[src/acc_regs.vh]
// bit addresses, field positions, reset values and timing counts
`ifndef ACC_REGS_VH
`define ACC_REGS_VH
// status (read) bit addresses
`define ACC_ST_INT        5'h1f
`define ACC_ST_FLAG       5'h1e
`define ACC_ST_MODEM_CHG  5'h1d
`define ACC_ST_CTS        5'h1c
`define ACC_ST_DSR        5'h1b
`define ACC_ST_RTS        5'h1a
`define ACC_ST_TIM_EXP    5'h19
`define ACC_ST_TIM_OVR    5'h18
`define ACC_ST_TX_SHIFT   5'h17
`define ACC_ST_TX_BUF     5'h16
`define ACC_ST_RX_LOADED  5'h15
`define ACC_ST_MODEM_IRQ  5'h14
`define ACC_ST_TIM_IRQ    5'h13
`define ACC_ST_TX_IRQ     5'h11
`define ACC_ST_RX_IRQ     5'h10
`define ACC_ST_RX_PIN     5'h0f
`define ACC_ST_RX_START   5'h0e
`define ACC_ST_RX_FIRST   5'h0d
`define ACC_ST_RX_FER     5'h0c
`define ACC_ST_RX_OVR     5'h0b
`define ACC_ST_RX_PER     5'h0a
`define ACC_ST_RX_ERR     5'h09
// output (write) bit addresses
`define ACC_WR_RESET      5'h1f
`define ACC_WR_MODEM_EN   5'h15
`define ACC_WR_TIM_EN     5'h14
`define ACC_WR_TX_EN      5'h13
`define ACC_WR_RX_EN      5'h12
`define ACC_WR_BREAK      5'h11
`define ACC_WR_RTS        5'h10
`define ACC_WR_TEST       5'h0f
`define ACC_WR_LD_CTRL    5'h0e
`define ACC_WR_LD_INTVL   5'h0d
`define ACC_WR_LD_RXRATE  5'h0c
`define ACC_WR_LD_TXRATE  5'h0b
`define ACC_WR_LAST8      5'h07
`define ACC_WR_LAST11     5'h0a
// control register fields
`define ACC_CTL_LEN_LO    0
`define ACC_CTL_LEN_HI    1
`define ACC_CTL_PAR_ODD   4
`define ACC_CTL_PAR_EN    5
`define ACC_CTL_STOP_LO   6
`define ACC_CTL_STOP_HI   7
`define ACC_RATE_DIV8     10
// reset values
`define ACC_CTL_RST       8'h00
`define ACC_INTVL_RST     8'h00
`define ACC_RATE_RST      11'h001
// timing counts: timer step every 64 clocks, 2 in test mode
`define ACC_TIM_PRE       6'h3f
`define ACC_TIM_PRE_TEST  6'h01
`define ACC_PRE8          3'h7
`endif

[src/acc_rate_div.v]
// half-bit rate divider: one-cycle tick at twice the bit rate
`timescale 1ns/1ps
module acc_rate_div (
  // clock and reset
  input  wire        ref_clk_in,
  input  wire        rst_n_in,
  // control
  input  wire        clr_in,
  input  wire [10:0] rate_in,
  // tick
  output reg         tick_out
);
`include "acc_regs.vh"
  reg [2:0] pre;
  reg [9:0] cnt;
  wire      pre_done;
  assign pre_done = rate_in[`ACC_RATE_DIV8] ? (pre == `ACC_PRE8) : 1'b1;
  // a rate of zero wraps and divides by 1024
  always @(posedge ref_clk_in) begin
    if (!rst_n_in || clr_in) begin
      pre      <= 3'h0;
      cnt      <= 10'h000;
      tick_out <= 1'b0;
    end else begin
      tick_out <= 1'b0;
      pre      <= pre_done ? 3'h0 : pre + 3'h1;
      if (pre_done) begin
        if (cnt == rate_in[9:0] - 10'h001) begin
          cnt      <= 10'h000;
          tick_out <= 1'b1;
        end else begin
          cnt <= cnt + 10'h001;
        end
      end
    end
  end
endmodule

[src/acc_buf2.v]
// two-entry buffer with valid and ready on both sides
`timescale 1ns/1ps
module acc_buf2 (
  // clock and reset
  input  wire       ref_clk_in,
  input  wire       rst_n_in,
  input  wire       flush_in,
  // filling side
  input  wire       in_valid_in,
  input  wire [9:0] in_data_in,
  output wire       in_ready_out,
  // draining side
  output wire       out_valid_out,
  output wire [9:0] out_data_out,
  input  wire       out_ready_in
);
  reg [9:0] slot0;
  reg [9:0] slot1;
  reg [1:0] count;
  wire      push;
  wire      pop;
  assign in_ready_out  = (count != 2'h2);
  assign out_valid_out = (count != 2'h0);
  assign out_data_out  = slot0;
  assign push = in_valid_in && in_ready_out;
  assign pop  = out_valid_out && out_ready_in;
  always @(posedge ref_clk_in) begin
    if (!rst_n_in || flush_in) begin
      count <= 2'h0;
      slot0 <= 10'h000;
      slot1 <= 10'h000;
    end else begin
      if (pop) begin
        slot0 <= (count == 2'h2) ? slot1 : in_data_in;
      end else if (push && count == 2'h0) begin
        slot0 <= in_data_in;
      end
      if (push && (count == 2'h2 || (count == 2'h1 && !pop))) begin
        slot1 <= in_data_in;
      end
      count <= count + {1'b0, push} - {1'b0, pop};
    end
  end
endmodule

[src/acc_top.v]
// serial controller: status read-back, control writes, transmitter
`timescale 1ns/1ps
// Notes on behaviour
// - status 31 ORs the four enabled interrupts; interrupt pin low when set
// - status 30 is set while any load pointer or break request is set
// - modem line change sets modem flag; write to bit 21 clears it
// - status 28..26 give inverted clear-to-send, data-set-ready, rts pin
// - timer reaching zero sets expired flag; write to bit 20 clears it
// - timer zero while expired still set sets overrun; bit 20 write clears
// - shift empty reads 1 when idle, line high unless break
// - buffer empty set on copy to shifter, cleared by writing buffer bit 7
// - receive loaded set on transfer to buffer, cleared by bit 18 write
// - status 20,19,17,16 are each flag ANDed with its enable
// - status 15 is the receive pin level, not inverted
// - start seen set half a bit after falling edge if line still low
// - first bit seen set one bit after start seen, cleared at end
// - framing error set on low stop bit, cleared by a good stop bit
// - overrun set if transfer while loaded, cleared otherwise
// - parity error follows parity check of each received character
// - status 9 ORs framing, overrun and parity errors
// - status 7..0 give received character, right justified, upper zero
// - reset command sets empty flags, clears break, idles rts and line
// - rts pin follows rts request, pending data or break; sending waits for clear-to-send low
// - active transmitter copies buffer to shifter, updating both flags
// - frame is start 0, data lsb first, parity, stop ones, then recheck
// - length code 00..11 selects 5, 6, 7 or 8 data bits
// - break starts when buffer empty, cts low, requested; holds line low
module acc_top (
  // clock and reset
  input  wire       ref_clk_in,
  input  wire       rst_n_in,
  // bit-addressed cpu port
  input  wire       ce_n_in,
  input  wire [4:0] addr_in,
  input  wire       wr_strobe_in,
  input  wire       wr_data_in,
  output reg        rd_data_out,
  // serial and modem lines
  input  wire       serial_rx_in,
  input  wire       cts_n_in,
  input  wire       dsr_n_in,
  output reg        serial_tx_out,
  output reg        rts_n_out,
  output reg        int_n_out
);
`include "acc_regs.vh"
  localparam TX_IDLE  = 3'h0;
  localparam TX_START = 3'h1;
  localparam TX_DATA  = 3'h2;
  localparam TX_PAR   = 3'h3;
  localparam TX_STOP  = 3'h4;
  localparam TX_BRK   = 3'h5;
  localparam RX_IDLE  = 3'h0;
  localparam RX_START = 3'h1;
  localparam RX_BITS  = 3'h2;
  localparam RX_STOP  = 3'h3;
  localparam RX_HIGH  = 3'h4;

  // keeps only the selected number of data bits
  function [7:0] trim;
    input [7:0] data;
    input [1:0] len;
    begin
      case (len)
        2'h0:    trim = {3'h0, data[4:0]};
        2'h1:    trim = {2'h0, data[5:0]};
        2'h2:    trim = {1'h0, data[6:0]};
        default: trim = data;
      endcase
    end
  endfunction

  // pin synchronisers: s1 feeds s2 only
  reg        rx_s1, rx_s2, rx_s3;
  reg        cts_s1, cts_s2, cts_s3;
  reg        dsr_s1, dsr_s2, dsr_s3;
  // control state
  reg [7:0]  ctrl;
  reg [7:0]  interval;
  reg [10:0] rx_rate;
  reg [10:0] tx_rate;
  reg [7:0]  tx_buf;
  reg        load_ctrl_ptr, load_interval_ptr;
  reg        load_rx_rate_ptr, load_tx_rate_ptr;
  reg        break_request, rts_request, test_mode;
  reg        modem_change_irq_en, timer_irq_en, tx_irq_en, rx_irq_en;
  // flags
  reg        modem_change_flag, timer_expired, timer_overrun;
  reg        tx_shift_empty, tx_buf_empty, rx_buf_loaded;
  reg        rx_start_seen, rx_first_bit_seen;
  reg        rx_framing_err, rx_overrun_err, rx_parity_err;
  reg [7:0]  received_character;
  // timer
  reg [5:0]  tim_pre;
  reg [7:0]  tim_cnt;
  reg        load_interval_ptr_q;
  // transmitter
  reg [2:0]  tx_state;
  reg [7:0]  tx_shift;
  reg        tx_par;
  reg        tx_half;
  reg [2:0]  tx_cnt;
  reg        tx_clr;
  wire       tx_tick;
  wire       tx_tick_raw;
  // receiver
  reg [2:0]  rx_state;
  reg [7:0]  rx_shift;
  reg        rx_pbit;
  reg        rx_half;
  reg [3:0]  rx_cnt;
  reg        rx_clr;
  reg        rx_push;
  reg [9:0]  rx_word;
  wire       rx_tick;
  wire       rx_tick_raw;
  wire       rx_in_ready;
  wire       rx_out_valid;
  wire [9:0] rx_out_data;
  wire       rx_take;

  wire       wr;
  wire       soft_rst;
  wire [1:0] len;
  wire [3:0] nbits;
  wire [2:0] stop_halves;
  wire       par_on;
  wire       rts_on;
  wire       mod_irq, tim_irq, txb_irq, rxb_irq;
  wire [31:0] stat;
  wire       tim_step;

  assign wr       = !ce_n_in && wr_strobe_in;
  assign soft_rst = wr && addr_in == `ACC_WR_RESET && wr_data_in;
  assign len      = {ctrl[`ACC_CTL_LEN_HI], ctrl[`ACC_CTL_LEN_LO]};
  assign nbits    = 4'h5 + {2'h0, len};
  assign par_on   = ctrl[`ACC_CTL_PAR_EN];
  // stop select: 00 one and a half, 01 two, 1x one
  assign stop_halves = ctrl[`ACC_CTL_STOP_HI] ? 3'h2 :
                       ctrl[`ACC_CTL_STOP_LO] ? 3'h4 : 3'h3;
  assign rts_on  = !rts_n_out;
  assign mod_irq = modem_change_flag && modem_change_irq_en;
  assign tim_irq = timer_expired && timer_irq_en;
  assign txb_irq = tx_buf_empty && tx_irq_en;
  assign rxb_irq = rx_buf_loaded && rx_irq_en;
  assign rx_take = rx_out_valid && !soft_rst;
  // a tick issued before the divider saw its clear is stale
  assign tx_tick = tx_tick_raw && !tx_clr;
  assign rx_tick = rx_tick_raw && !rx_clr;

  assign stat = {
    mod_irq | tim_irq | txb_irq | rxb_irq,
    load_ctrl_ptr | load_interval_ptr | load_rx_rate_ptr |
      load_tx_rate_ptr | break_request,
    modem_change_flag,
    !cts_s2, !dsr_s2, !rts_n_out,
    timer_expired, timer_overrun, tx_shift_empty, tx_buf_empty,
    rx_buf_loaded, mod_irq, tim_irq, 1'b0, txb_irq, rxb_irq,
    rx_s2,
    rx_start_seen, rx_first_bit_seen,
    rx_framing_err, rx_overrun_err, rx_parity_err,
    rx_framing_err | rx_overrun_err | rx_parity_err,
    1'b0,
    received_character
  };

  acc_rate_div u_tx_div (
    .ref_clk_in (ref_clk_in),
    .rst_n_in   (rst_n_in),
    .clr_in     (tx_clr),
    .rate_in    (tx_rate),
    .tick_out   (tx_tick_raw)
  );
  acc_rate_div u_rx_div (
    .ref_clk_in (ref_clk_in),
    .rst_n_in   (rst_n_in),
    .clr_in     (rx_clr),
    .rate_in    (rx_rate),
    .tick_out   (rx_tick_raw)
  );
  // absorbs a character while the previous transfer is still settling
  acc_buf2 u_rx_buf (
    .ref_clk_in    (ref_clk_in),
    .rst_n_in      (rst_n_in),
    .flush_in      (soft_rst),
    .in_valid_in   (rx_push),
    .in_data_in    (rx_word),
    .in_ready_out  (rx_in_ready),
    .out_valid_out (rx_out_valid),
    .out_data_out  (rx_out_data),
    .out_ready_in  (!soft_rst)
  );

  // synchronisers and registered outputs
  always @(posedge ref_clk_in) begin
    if (!rst_n_in) begin
      {rx_s1, rx_s2, rx_s3}    <= 3'h7;
      {cts_s1, cts_s2, cts_s3} <= 3'h7;
      {dsr_s1, dsr_s2, dsr_s3} <= 3'h7;
      rd_data_out <= 1'b0;
      int_n_out   <= 1'b1;
    end else begin
      rx_s1  <= serial_rx_in;
      rx_s2  <= rx_s1;
      rx_s3  <= rx_s2;
      cts_s1 <= cts_n_in;
      cts_s2 <= cts_s1;
      cts_s3 <= cts_s2;
      dsr_s1 <= dsr_n_in;
      dsr_s2 <= dsr_s1;
      dsr_s3 <= dsr_s2;
      rd_data_out <= stat[addr_in];
      int_n_out   <= !stat[`ACC_ST_INT];
    end
  end

  // control writes, register loading and timer
  always @(posedge ref_clk_in) begin
    if (!rst_n_in || soft_rst) begin
      ctrl              <= `ACC_CTL_RST;
      interval          <= `ACC_INTVL_RST;
      rx_rate           <= `ACC_RATE_RST;
      tx_rate           <= `ACC_RATE_RST;
      load_ctrl_ptr     <= 1'b1;
      load_interval_ptr <= 1'b1;
      load_rx_rate_ptr  <= 1'b1;
      load_tx_rate_ptr  <= 1'b1;
      break_request     <= 1'b0;
      rts_request       <= 1'b0;
      test_mode         <= 1'b0;
      modem_change_irq_en <= 1'b0;
      timer_irq_en      <= 1'b0;
      tx_irq_en         <= 1'b0;
      rx_irq_en         <= 1'b0;
      modem_change_flag <= 1'b0;
      timer_expired     <= 1'b0;
      timer_overrun     <= 1'b0;
      tim_pre           <= 6'h00;
      tim_cnt           <= 8'h00;
      load_interval_ptr_q            <= 1'b1;
    end else begin
      load_interval_ptr_q <= load_interval_ptr;
      if (wr) begin
        case (addr_in)
          `ACC_WR_MODEM_EN: begin
            modem_change_irq_en <= wr_data_in;
            modem_change_flag   <= 1'b0;
          end
          `ACC_WR_TIM_EN: begin
            timer_irq_en  <= wr_data_in;
            timer_expired <= 1'b0;
            timer_overrun <= 1'b0;
          end
          `ACC_WR_TX_EN:     tx_irq_en         <= wr_data_in;
          `ACC_WR_RX_EN:     rx_irq_en         <= wr_data_in;
          `ACC_WR_BREAK:     break_request     <= wr_data_in;
          `ACC_WR_RTS:       rts_request       <= wr_data_in;
          `ACC_WR_TEST:      test_mode         <= wr_data_in;
          `ACC_WR_LD_CTRL:   load_ctrl_ptr     <= wr_data_in;
          `ACC_WR_LD_INTVL:  load_interval_ptr <= wr_data_in;
          `ACC_WR_LD_RXRATE: load_rx_rate_ptr  <= wr_data_in;
          `ACC_WR_LD_TXRATE: load_tx_rate_ptr  <= wr_data_in;
          default: begin
            if (addr_in <= `ACC_WR_LAST11) begin
              if (load_ctrl_ptr) begin
                if (addr_in <= `ACC_WR_LAST8)
                  ctrl[addr_in[2:0]] <= wr_data_in;
                if (addr_in == `ACC_WR_LAST8)
                  load_ctrl_ptr <= 1'b0;
              end else if (load_interval_ptr) begin
                if (addr_in <= `ACC_WR_LAST8)
                  interval[addr_in[2:0]] <= wr_data_in;
                if (addr_in == `ACC_WR_LAST8)
                  load_interval_ptr <= 1'b0;
              end else if (load_rx_rate_ptr || load_tx_rate_ptr) begin
                if (load_rx_rate_ptr)
                  rx_rate[addr_in[3:0]] <= wr_data_in;
                if (load_tx_rate_ptr)
                  tx_rate[addr_in[3:0]] <= wr_data_in;
                if (addr_in == `ACC_WR_LAST11) begin
                  load_rx_rate_ptr <= 1'b0;
                  load_tx_rate_ptr <= 1'b0;
                end
              end
            end
          end
        endcase
      end
      // line change sets the flag after the clear above, so set wins;
      // a glitch shorter than one clock may be missed
      if ((cts_s2 != cts_s3) || (dsr_s2 != dsr_s3))
        modem_change_flag <= 1'b1;
      // leaving interval load restarts the timer
      if (load_interval_ptr_q && !load_interval_ptr) begin
        tim_cnt <= interval;
        tim_pre <= 6'h00;
      end else if (!load_interval_ptr) begin
        tim_pre <= tim_step ? 6'h00 : tim_pre + 6'h01;
        if (tim_step) begin
          if (tim_cnt == 8'h01) begin
            tim_cnt       <= interval;
            timer_expired <= 1'b1;
            if (timer_expired)
              timer_overrun <= 1'b1;
          end else begin
            tim_cnt <= tim_cnt - 8'h01;
          end
        end
      end
    end
  end
  assign tim_step = tim_pre ==
                    (test_mode ? `ACC_TIM_PRE_TEST : `ACC_TIM_PRE);

  // transmitter
  always @(posedge ref_clk_in) begin
    if (!rst_n_in || soft_rst) begin
      tx_state       <= TX_IDLE;
      tx_shift_empty <= 1'b1;
      tx_buf_empty   <= 1'b1;
      serial_tx_out  <= 1'b1;
      rts_n_out      <= 1'b1;
      tx_buf         <= 8'h00;
      tx_shift       <= 8'h00;
      tx_par         <= 1'b0;
      tx_half        <= 1'b0;
      tx_cnt         <= 3'h0;
      tx_clr         <= 1'b1;
    end else begin
      tx_clr <= 1'b0;
      // rts drops only once pending data and break are finished
      rts_n_out <= !(rts_request || !tx_shift_empty ||
                     !tx_buf_empty || break_request);
      // buffer loading is blocked while any pointer or break is set
      if (wr && addr_in <= `ACC_WR_LAST8 && !load_ctrl_ptr &&
          !load_interval_ptr && !load_rx_rate_ptr &&
          !load_tx_rate_ptr && !break_request) begin
        tx_buf[addr_in[2:0]] <= wr_data_in;
        if (addr_in == `ACC_WR_LAST8)
          tx_buf_empty <= 1'b0;
      end
      if (tx_tick)
        tx_half <= !tx_half;
      case (tx_state)
        TX_IDLE: begin
          serial_tx_out <= 1'b1;
          if (rts_on && !cts_s2) begin
            if (!tx_buf_empty) begin
              tx_shift       <= trim(tx_buf, len);
              tx_par         <= ^trim(tx_buf, len) ^
                                ctrl[`ACC_CTL_PAR_ODD];
              tx_buf_empty   <= 1'b1;
              tx_shift_empty <= 1'b0;
              serial_tx_out  <= 1'b0;
              tx_half        <= 1'b0;
              tx_cnt         <= 3'h0;
              tx_clr         <= 1'b1;
              tx_state       <= TX_START;
            end else if (break_request) begin
              serial_tx_out <= 1'b0;
              tx_state      <= TX_BRK;
            end
          end
        end
        TX_START: begin
          if (tx_tick && tx_half) begin
            serial_tx_out <= tx_shift[0];
            tx_state      <= TX_DATA;
          end
        end
        TX_DATA: begin
          if (tx_tick && tx_half) begin
            if ({1'b0, tx_cnt} == nbits - 4'h1) begin
              serial_tx_out <= par_on ? tx_par : 1'b1;
              tx_cnt        <= 3'h0;
              tx_state      <= par_on ? TX_PAR : TX_STOP;
            end else begin
              serial_tx_out <= tx_shift[1];
              tx_shift      <= {1'b0, tx_shift[7:1]};
              tx_cnt        <= tx_cnt + 3'h1;
            end
          end
        end
        TX_PAR: begin
          if (tx_tick && tx_half) begin
            serial_tx_out <= 1'b1;
            tx_state      <= TX_STOP;
          end
        end
        TX_STOP: begin
          if (tx_tick) begin
            if (tx_cnt == stop_halves - 3'h1) begin
              tx_shift_empty <= 1'b1;
              tx_state       <= TX_IDLE;
            end else begin
              tx_cnt <= tx_cnt + 3'h1;
            end
          end
        end
        TX_BRK: begin
          serial_tx_out <= 1'b0;
          if (!break_request) begin
            serial_tx_out <= 1'b1;
            tx_state      <= TX_IDLE;
          end
        end
        default: tx_state <= TX_IDLE;
      endcase
    end
  end

  // receiver
  always @(posedge ref_clk_in) begin
    if (!rst_n_in || soft_rst) begin
      rx_state           <= RX_IDLE;
      rx_shift           <= 8'h00;
      rx_pbit            <= 1'b0;
      rx_half            <= 1'b0;
      rx_cnt             <= 4'h0;
      rx_clr             <= 1'b1;
      rx_push            <= 1'b0;
      rx_word            <= 10'h000;
      rx_start_seen      <= 1'b0;
      rx_first_bit_seen  <= 1'b0;
      rx_buf_loaded      <= 1'b0;
      rx_framing_err     <= 1'b0;
      rx_overrun_err     <= 1'b0;
      rx_parity_err      <= 1'b0;
      received_character <= 8'h00;
    end else begin
      rx_clr  <= 1'b0;
      rx_push <= 1'b0;
      if (rx_tick)
        rx_half <= !rx_half;
      case (rx_state)
        RX_IDLE: begin
          if (rx_s3 && !rx_s2) begin
            rx_clr   <= 1'b1;
            rx_half  <= 1'b0;
            rx_state <= RX_START;
          end
        end
        RX_START: begin
          if (rx_tick) begin
            rx_half <= 1'b0;
            rx_cnt  <= 4'h0;
            if (!rx_s2) begin
              rx_start_seen <= 1'b1;
              rx_state      <= RX_BITS;
            end else begin
              rx_state <= RX_IDLE;
            end
          end
        end
        RX_BITS: begin
          if (rx_tick && rx_half) begin
            rx_first_bit_seen <= 1'b1;
            if (rx_cnt < nbits)
              rx_shift <= {rx_s2, rx_shift[7:1]};
            else
              rx_pbit <= rx_s2;
            rx_cnt <= rx_cnt + 4'h1;
            if (rx_cnt == nbits - {3'h0, !par_on})
              rx_state <= RX_STOP;
          end
        end
        RX_STOP: begin
          // waits on a full buffer rather than dropping the character
          if (rx_tick && rx_half && rx_in_ready) begin
            rx_word[7:0] <= rx_shift >> (4'h8 - nbits);
            rx_word[8]   <= !rx_s2;
            rx_word[9]   <= par_on && (rx_pbit != (^trim(rx_shift >>
                            (4'h8 - nbits), len) ^
                            ctrl[`ACC_CTL_PAR_ODD]));
            rx_push           <= 1'b1;
            rx_start_seen     <= 1'b0;
            rx_first_bit_seen <= 1'b0;
            rx_state          <= rx_s2 ? RX_IDLE : RX_HIGH;
          end
        end
        RX_HIGH: begin
          if (rx_s2)
            rx_state <= RX_IDLE;
        end
        default: rx_state <= RX_IDLE;
      endcase
      if (wr && addr_in == `ACC_WR_RX_EN)
        rx_buf_loaded <= 1'b0;
      // transfer comes after the clear, so a new character wins
      if (rx_take) begin
        received_character <= rx_out_data[7:0];
        rx_framing_err     <= rx_out_data[8];
        rx_parity_err      <= rx_out_data[9];
        rx_overrun_err     <= rx_buf_loaded;
        rx_buf_loaded      <= 1'b1;
      end
    end
  end
endmodule

[config.mk]
export PLATFORM = sky130hd
export DESIGN_NAME = acc_top
export DESIGN_NICKNAME = d
export VERILOG_FILES = /design/src/acc_rate_div.v /design/src/acc_buf2.v /design/src/acc_top.v
export VERILOG_INCLUDE_DIRS = /design/src /design/src/src
export SDC_FILE = /design/constraint.sdc
export NUM_CORES = 1
export LEC_CHECK = 0
export ABC_CLOCK_PERIOD_IN_PS = 5100
export BUFFER_PORTS_ARGS = -buffer_cell sky130_fd_sc_hd__buf_2
export CAP_MARGIN = 20
export CORE_ASPECT_RATIO = 1.4
export CORE_UTILIZATION = 45
export CTS_CLUSTER_DIAMETER = 50
export DETAILED_ROUTE_END_ITERATION = 8
export PLACE_DENSITY = 0.68
export SETUP_SLACK_MARGIN = 0.05
export SLEW_MARGIN = 10
export SYNTH_ARGS = -nofsm -noshare
export SYNTH_HDL_FRONTEND = slang
export SYNTH_SLANG_ARGS = --single-unit
[constraint.sdc]
create_clock -name ref_clk_in -period 5.1 [get_ports ref_clk_in]
set_input_delay 0.255 -clock ref_clk_in [delete_from_list [all_inputs] [get_ports ref_clk_in]]
set_output_delay 0.255 -clock ref_clk_in [all_outputs]
set_load 0.01 [all_outputs]
# Word-level counts from Yosys, hierarchy flattened
# Index checks and enable logic that the tools add are counted.
[word_totals] regBits=200 input_bits=13 out_inout_bits=4 elab_cells=453
[op_classes] n_addsub=17 magnitude_cmp=8 n_eq_ne=65 shift=1 muxes=143 bitwise=23 reduce_logical=129
[ops] cell="8-bit two-way mux" count=13
[ops] cell="3-bit two-way mux" count=26
[ops] cell="1-bit two-way mux" count=70
[ops] cell="10-bit two-way mux" count=5
[ops] cell="8-bit one-hot mux with 3 select lines" count=2
[ops] cell="10-bit OR reduction" count=4
[ops] cell="2-bit inequality test (second input constant)" count=19
[ops] cell="2-bit nonzero test" count=19
[ops] cell="5-bit equality test (second input constant)" count=7
[ops] cell="5-bit by 4-bit equality test with 1-bit output (second input constant)" count=6
[ops] cell="1-bit logical AND" count=30
[ops] cell="7-bit AND reduction" count=4
[ops] cell="8-bit bitwise mux" count=3
[ops] cell="11-bit bitwise mux" count=2
[ops] cell="1-bit logical NOT" count=22
[ops] cell="10-bit by 1-bit adder with 10-bit output (second input constant)" count=2
[ops] cell="10-bit equality test" count=2
[ops] cell="2-bit AND reduction" count=10
[ops] cell="10-bit by 1-bit subtractor with 10-bit output (second input constant)" count=2
[ops] cell="3-bit one-hot mux with 6 select lines" count=1
[ops] cell="3-bit AND reduction" count=6
[ops] cell="6-bit AND reduction" count=3
[ops] cell="1-bit one-hot mux with 2 select lines" count=8
[ops] cell="8-bit one-hot mux with 2 select lines" count=1
[ops] cell="58 further kinds" count=119

# Longest topological paths before layout
# Gate-level depths: netlist of run 1.
[depth] ltp_word=12 ltp_mapped=13 ltp_nobuf=11

# By module
# Synthesis of run 1 repeated with hierarchy kept, for this count alone.
[hier_totals] cells_unflattened=1245 hier_area_um2=10478.8
[modules_own_cells] mod="acc_top" instances=1 cells_each=910 area_per_inst_um2=7537.2 seq_area_each_um2=2962.8
[modules_own_cells] mod="acc_rate_div" instances=2 cells_each=108 area_per_inst_um2=957.2 seq_area_each_um2=280.3
[modules_own_cells] mod="acc_buf2" instances=1 cells_each=119 area_per_inst_um2=1027.2 seq_area_each_um2=440.4

# Least setup slack after synthesis of run 1
# No wires, ideal clock.
[synth_timing] path_kind="register to register" start="register ctrl[0]" end="register tx_shift[6]" setup_ns=0.128 arrival_time_ns=2.577 required_time_ns=4.972 setup_slack_ns=2.396 path_stages_with_launch=14 path_buffers=4 period_less_slack_ns=2.704 cell_sequence="dfxtp_1 > buf_2 > buf_2 > inv_1 > ha_1 > buf_2 > xor2_1 > mux2i_1 > a21oi_1 > a2bb2oi_1 > buf_2 > nand3_1 > o21ai_1 > nor2_1"
[synth_via] elab_chain_cells=5 elab_cells_between_ends=12 cone_classes="2 x add/sub; 4 x eq/ne; 4 x mux; 2 x reduce/logical"
[synth_lines] element="from (decl)" line_no="acc_top.v:78" text="reg [7:0] ctrl;"
[synth_lines] element="from (signal assigned)" line_no="acc_top.v:220" text="ctrl <= `ACC_CTL_RST;"
[synth_lines] element="from (signal, indexed assignment)" line_no="acc_top.v:267" text="ctrl[addr_in[2:0]] <= wr_data_in;"
[synth_lines] element="3-bit by 2-bit adder with 4-bit output, or another cell as far along" line_no="acc_top.v:136" text="assign nbits = 4'h5 + {2'h0, len};"
[synth_lines] element="4-bit by 1-bit subtractor with 4-bit output or 8-bit one-hot mux with 3 select lines (tied branches)" line_no="acc_top.v:373, acc_top.v:64"
[synth_lines] element="3-bit by 4-bit equality test with 1-bit output or 8-bit two-way mux (tied branches)" line_no="acc_top.v:373, acc_top.v:348"
[synth_lines] element="2-bit inequality test (no source line) or 8-bit two-way mux (tied branches)"
[synth_lines] element="5-bit AND reduction (no source line) or 8-bit one-hot mux with 2 select lines (tied branches)"
[synth_lines] element="to (signal assigned)" line_no="acc_top.v:349" text="tx_shift <= trim(tx_buf, len);"
[synth_lines] element="to (signal assigned)" line_no="acc_top.v:379" text="tx_shift <= {1'b0, tx_shift[7:1]};"
[synth_lines] element="to (decl)" line_no="acc_top.v:99" text="reg [7:0] tx_shift;"
# Parallel ways exist; a longest one is shown, timed or not. The select of a mux whose other input is x is not followed.
# A chain may end at the register's enable or synchronous reset.

# Worst setup path after layout of run 1
[layout_timing] start="register ctrl[0]" end="register tx_shift[1]"
[layout_via] elab_chain_cells=5
[layout_lines] element="3-bit by 2-bit adder with 4-bit output" line_no="acc_top.v:136"
[layout_lines] element="4-bit by 1-bit subtractor with 4-bit output" line_no="acc_top.v:373" text="if ({1'b0, tx_cnt} == nbits - 4'h1) begin"
[layout_lines] element="3-bit by 4-bit equality test with 1-bit output" line_no="acc_top.v:373"
[layout_lines] element="2-bit inequality test (no source line)"
[layout_lines] element="5-bit AND reduction (no source line)"
# Every way passes these cells.

==> impl_results.md, run 1 <==
* Vias at 8202
* Setup TNS at 0 ns
* # rows at 64
* Adder-cell area share of the yosys netlist at 3.27%
* Yosys warns at 0
* RSZ-0062 raised after global routing: no
* GPL Wtd Cong at 0.833
* Per-cell routed wire length at 15.5 um
* Gr usage total at 21.1%
* Top_reg_cell synth: dfxtp_1
* Asr flop ratio synth at 0%
* CTS clk-pin slew, worst paths at 0.08 ns
* Total grt overflow at 0
* Starting Density at a little under half
* Share of layout cells above drive strength 1 at approximately 7.8%
* Hold slack at 0.124 ns
* Syn nets at between 1000 and 1500
* Clk buf depth at 2
* Largest net degree at the start of global routing at 84
* Area growth, synth to finish at 8.82%
* VDD IR max at 226 uV
* Total of max-cap violations at 0
* Clock root buffer: clkbuf_16
* Number of global-route vias before repair at 7691
* Area occupied by multi-input gates at 0.00560 mm^2
* Leakage power total at ~4 nW
* Endpoints failing setup at 0
* Register area at 0.00396 mm^2
* Worst path max stage delay at 0.87 ns
* Initial DRC count at 581
* Period utilization at 68.1%
* Most common cell after layout, fill and taps aside: dfxtp_1
* Sequential share of the synthesized area at 39.9%
* Synthesized cell area at between 0.009 and 0.01 mm^2
* Critical Path RT at 5.43 ns
* Post-synth EDFFs at 0
* Setup crit end kind: flip-flop
* Pins over their slew limit at 0
* Antenna cells at 0
* Tightest Pin Transition at 1.08 ns
* Avg Inst Size Synth at 8.31 um^2
* Most frequent cells in the layout: 198 x dfxtp_1, 177 x nor2_1, 124 x nand2_1
* Setup Fix Bufs, Post-CTS at 0
* Largest family of logic cells by synthesized area: simple AND/OR/NAND/NOR gates
* Detailed Routing Iterations Pass 1 at 5
* Filler cells at around 2100
* Multiplexer share of the synthesized area at 7.95%
* Slew HR at between 20% and 30%
* FF+latch count, synth at slightly below 200
* Setup slack at placement at 1.66 ns
* Post-CTS resize count at 0
* Critical path class: reg2reg
* Synth Area in Simple Gates at between 20% and 30%
* Tot Pwr at 3.45 mW
* Worst Hold Class: in2reg
* DRC at 0
* Synth Area in XOR/XNOR at 6.56%
* Post-layout min period at 3.47 ns
* CP cell instances: inv_1, ha_1, xor2_1, mux2i_1, a21oi_1, a2bb2oi_1, nor2_1, a211oi_1
* Clock Skew at 0.0140 ns
* Clk_lat worst skew at 0.45 ns
* CP top delay family: compound AO/OA/AOI/OAI gates
* Slowest-stage cell, CP: a2bb2oi_1
* CTS tree: done
* First-pass GRT wire length at 38100 um
* Synth top area cells: dfxtp_1 40%, nor2_1 6.7%, mux2i_1 5.3%
* Pwr dens at between 300 and 400 mW/mm^2
* Initial antenna violation count at 1
* Synth Area in Compound Gates at 14.5%
* Fraction of synthesized cell area taken by the top area cell type at roughly 40%
* Die H at 178 um
* Mapped Cells at 1196
* Die W at 128 um
* FMAX at between 200 and 300 MHz
* Final layout net count at around 1200
* Num CTS Buffers at 17
* ANT nets after route at 0
* Netlist cell types at 69
* Startpoint Class: flip-flop
* CORE AREA at roughly 0.022 mm^2
* IO Pins at 17
* Via/cell ratio at 5.53
* Port bufs at 16
* CTS sink count at around 200
* Status: completed
* Critical path arrival at 3.81 ns
* Fin worst setup slack at approximately 1.6 ns
* Routed wire length at 22900 um
* Hold Fails Final Rpt at 0
* DP Wirelength at 16100 um
* CP max FO at 17
* Leading area contributor after synthesis: dfxtp_1
* Htree depth at 4
* Die ar. at 0.0227 mm^2
* CP bufs+invs at 1
## stage by stage
step	instance area [um^2]	std cells	util [%]
detailed placement	10200	1448	46.7
CTS	10800	1483	49.6
finish	10800	1483	49.6
global route	10800	1483	49.6
floorplan	9930	1196	-
global placement	10200	1447	46.7
## worst reg2reg max path, stage by stage (launching register included)
cell and delay (ns):
dfxtp_1 0.76, inv_1 0.13, ha_1 0.60, xor2_1 0.23, mux2i_1 0.20, a21oi_1 0.19
a2bb2oi_1 0.87, nor2_1 0.10, a211oi_1 0.27
## metal layers
metal,wire (um),up-vias,track usage [%]
met3,736,43,4.10
met2,11900,163,38.8
met4,582,2,8.04
li1,-,4129,-
met1,9710,3865,23.9
met5,11,-,0
## worst paths after layout
path	cells past startpoint	endpoint	from	slack [ns]
setup reg to reg	8	tx_shift[1]$_SDFFE_PP0P_	ctrl[0]$_SDFFE_PP0P_	1.63
setup / recovery	8	tx_shift[1]$_SDFFE_PP0P_	ctrl[0]$_SDFFE_PP0P_	1.63
hold / removal	2	rd_data_out$_SDFF_PN0_	addr_in[4]	0.12
hold reg to reg	1	rx_s2$_SDFF_PN1_	rx_s1$_SDFF_PN1_	0.41
## layout make-up
type | instances | area share (%)
clock buffer | 17 | 3.94
clock inverter | 15 | 1.60
inverter | 33 | 1.15
multi-input combinational | 898 | 51.8
sequential | 198 | 36.7
tap | 297 | 3.44
timing repair buffer | 25 | 1.44
## power breakdown
group,leakage [nW],internal (mW),switching [mW],total [mW]
Combinational,2.13,0.169,0.235,0.404
Clock,0.286,0.665,0.688,1.35
Sequential,1.60,1.63,0.0585,1.69
Total,4.02,2.47,0.982,3.45
## cells by family (layout without fill, tap and decap cells)
kind of cell	after synthesis	in the layout
flip-flops	198	198
AND/OR/NAND/NOR	511	511
AO/OA/AOI/OAI	224	224
adder cells (fa/ha/maj)	26	26
XOR/XNOR	72	72
multiplexers	65	65
buffers and inverters	100	90
## registers in the layout (all words and copies together), names as in the netlist, 4 cells and up
name / count
u_rx_div.cnt: 10
rx_rate: 11
u_rx_buf.slot1: 10
interval: 8
tim_cnt: 8
tx_buf: 8
received_character: 8
u_rx_buf.out_data_out: 10
rx_word: 10
rx_shift: 8
u_tx_div.cnt: 10
tx_shift: 8
rx_cnt: 4
tx_rate: 11
tim_pre: 6
ctrl: 6
## cell usage after synthesis, types with 21 or more instances
cell,count
mux2i_1,53
xnor2_1,38
ha_1,26
nand2_1,125
clkbuf_1,58
nor2_1,177
a211oi_1,24
and3_1,21
nand3_1,49
o21ai_0,28
xor2_1,32
nand2b_1,23
a21oi_1,76
o21ai_1,23
nor3_1,32
dfxtp_1,198
inv_1,32
## what timing repair did
| item | CTS | global route |
|---|---|---|
| setup endpoints to repair | 0 | 0 |
| hold buffers | 3 | 0 |
| endpoints found under the hold margin | 3 | 0 |
Power figures use the tool's default switching activity.
==> inputs of run 2 (changes only) <==
Settings changed: ABC_CLOCK_PERIOD_IN_PS 5100 to 3500.
Clock period 5.1 ns to 3.5 ns, I/O delays scaled along.
==> impl_results.md, run 2 (same netlist as run 1, synthesis figures left out) <==
* Setup TNS at 0 ns
* Clock root buffer: clkbuf_16
* # rows at 64
* Num CTS Buffers at 17
* Routed wire length at 22700 um
* Layout Cells excl Fill at 1491
* Critical Path RT at 3.82 ns
* Die ar. at 0.0227 mm^2
* Via/cell ratio at 5.55
* Per-cell routed wire length at 15.2 um
* Largest net degree at the start of global routing at 58
* Critical path class: reg2reg
* Clk_lat worst skew at 0.45 ns
* Total of max-cap violations at 0
* DP Wirelength at 16400 um
* Levels on crit path at 7
* Period utilization at around three quarters
* Tightest Pin Transition at 1.05 ns
* FMAX at roughly 390 MHz
* CP cell instances: or4_4, nor4_1, o21bai_1, a2111oi_2, nand4_1, o21ai_2, nor2_1
* Gr usage total at 21.1%
* Final Instance Area at 0.0109 mm^2
* Htree depth at 4
* Number of global-route vias before repair at ~7600
* Pwr dens at 457 mW/mm^2
* Detailed Routing Iterations Pass 1 at 5
* Area growth, synth to finish at 9.28%
* Worst path max stage delay at 0.58 ns
* Most frequent cells in the layout: 198 x dfxtp_1, 177 x nor2_1, 124 x nand2_1
* CP bufs+invs at 0
* Hold Fails Final Rpt at 0
* Share of layout cells above drive strength 1 at between 8 and 9%
* Slowest-stage cell, CP: or4_4
* R2R cell count at 7
* First-pass GRT wire length at 37900 um
* Worst hold stages at 2
* Starting Density at 45.6%
* Clk buf depth at 2
* Worst Hold Class: in2reg
* Clock Skew at 0.0107 ns
* Endpoints failing setup at 0
* CP max FO at 7
* Port bufs at 16
* Total grt overflow at 0
* Pins over their slew limit at 0
* CTS tree: done
* CTS clk-pin slew, worst paths at 0.07 ns
* CP top delay family: simple AND/OR/NAND/NOR gates
* Antenna cells at 0
* DRC at 0
* CORE AREA at 0.0218 mm^2
* Critical path arrival at a little under 3 ns
* Die H at around 180 um
* RSZ-0062 raised after global routing: no
* Setup crit end kind: flip-flop
* Post-layout min period at 2.59 ns
* CTS sink count at slightly below 200
* Slew HR at 29.9%
* Status: completed
* VDD IR max at 368 uV
* Initial antenna violation count at 1
* Biggest regs: rx_rate (11), tx_rate (11)
* Initial DRC count at between 500 and 600
* ANT nets after route at 0
* Most common cell after layout, fill and taps aside: dfxtp_1
* Placed cells at 1455
* Final layout net count at 1220
* GPL Wtd Cong at 0.848
* Filler cells at 2101
* Cell Area, Placed at 0.0102 mm^2
* Startpoint Class: flip-flop
* IO Pins at 17
* Leakage power total at 4.05 nW
* Vias at 8272
* Die W at about 130 um
[run 2: power breakdown]
group,total (mW),switching (mW),internal (mW)
registers,2.46,0.0803,2.38
logic,0.578,0.335,0.244
clock network,1.92,0.914,1.01
total,4.96,1.33,3.63
[run 2: cell type report]
cell class	count	area (um^2)	area share (%)
Sequential cell	198	3960	36.5
Clock inverter	13	135	1.24
Clock buffer	19	433	3.99
Timing Repair Buffer	33	228	2.10
Tap cell	297	372	3.42
Multi-Input combinational cell	898	5600	51.6
Inverter	33	124	1.14
[run 2: timing repair]
action	4_1_cts	5_1_grt
endpoints found under the hold margin	3	0
endpoints found under the setup margin	0	0
hold buffers	3	0
resized for setup	0	0
setup buffers	0	0
[run 2: metal layers]
metal | up-vias | global-route usage [%] | wire, um
met2 | 156 | 38.1 | 11600
li1 | 4162 | - | -
met4 | 2 | 9.71 | 745
met1 | 3901 | 24.0 | 9650
met5 | - | 0 | 11
met3 | 51 | 4.04 | 700
[run 2: final timing paths]
check	from	end	slack, ns
max	rx_rate[2]$_SDFFE_PP0P_	u_rx_div.cnt[5]$_SDFFE_PP0P_	0.91
min	addr_in[4]	rd_data_out$_SDFF_PN0_	0.02
max reg2reg	rx_rate[2]$_SDFFE_PP0P_	u_rx_div.cnt[5]$_SDFFE_PP0P_	0.91
min reg2reg	rx_s1$_SDFF_PN1_	rx_s2$_SDFF_PN1_	0.42
[run 2: through the flow]
step	power (mW)	worst slack (ns)	hold slack (ns)	util [%]
global route	5.19	0.677	0.0170	49.8
global placement	3.08	0.770	0.358	47.0
floorplan	2.97	0.796	0.248	-
detailed placement	3.09	0.709	0.358	47.0
CTS	5.01	0.845	0.00272	49.8
finish	4.96	0.909	0.0245	49.8
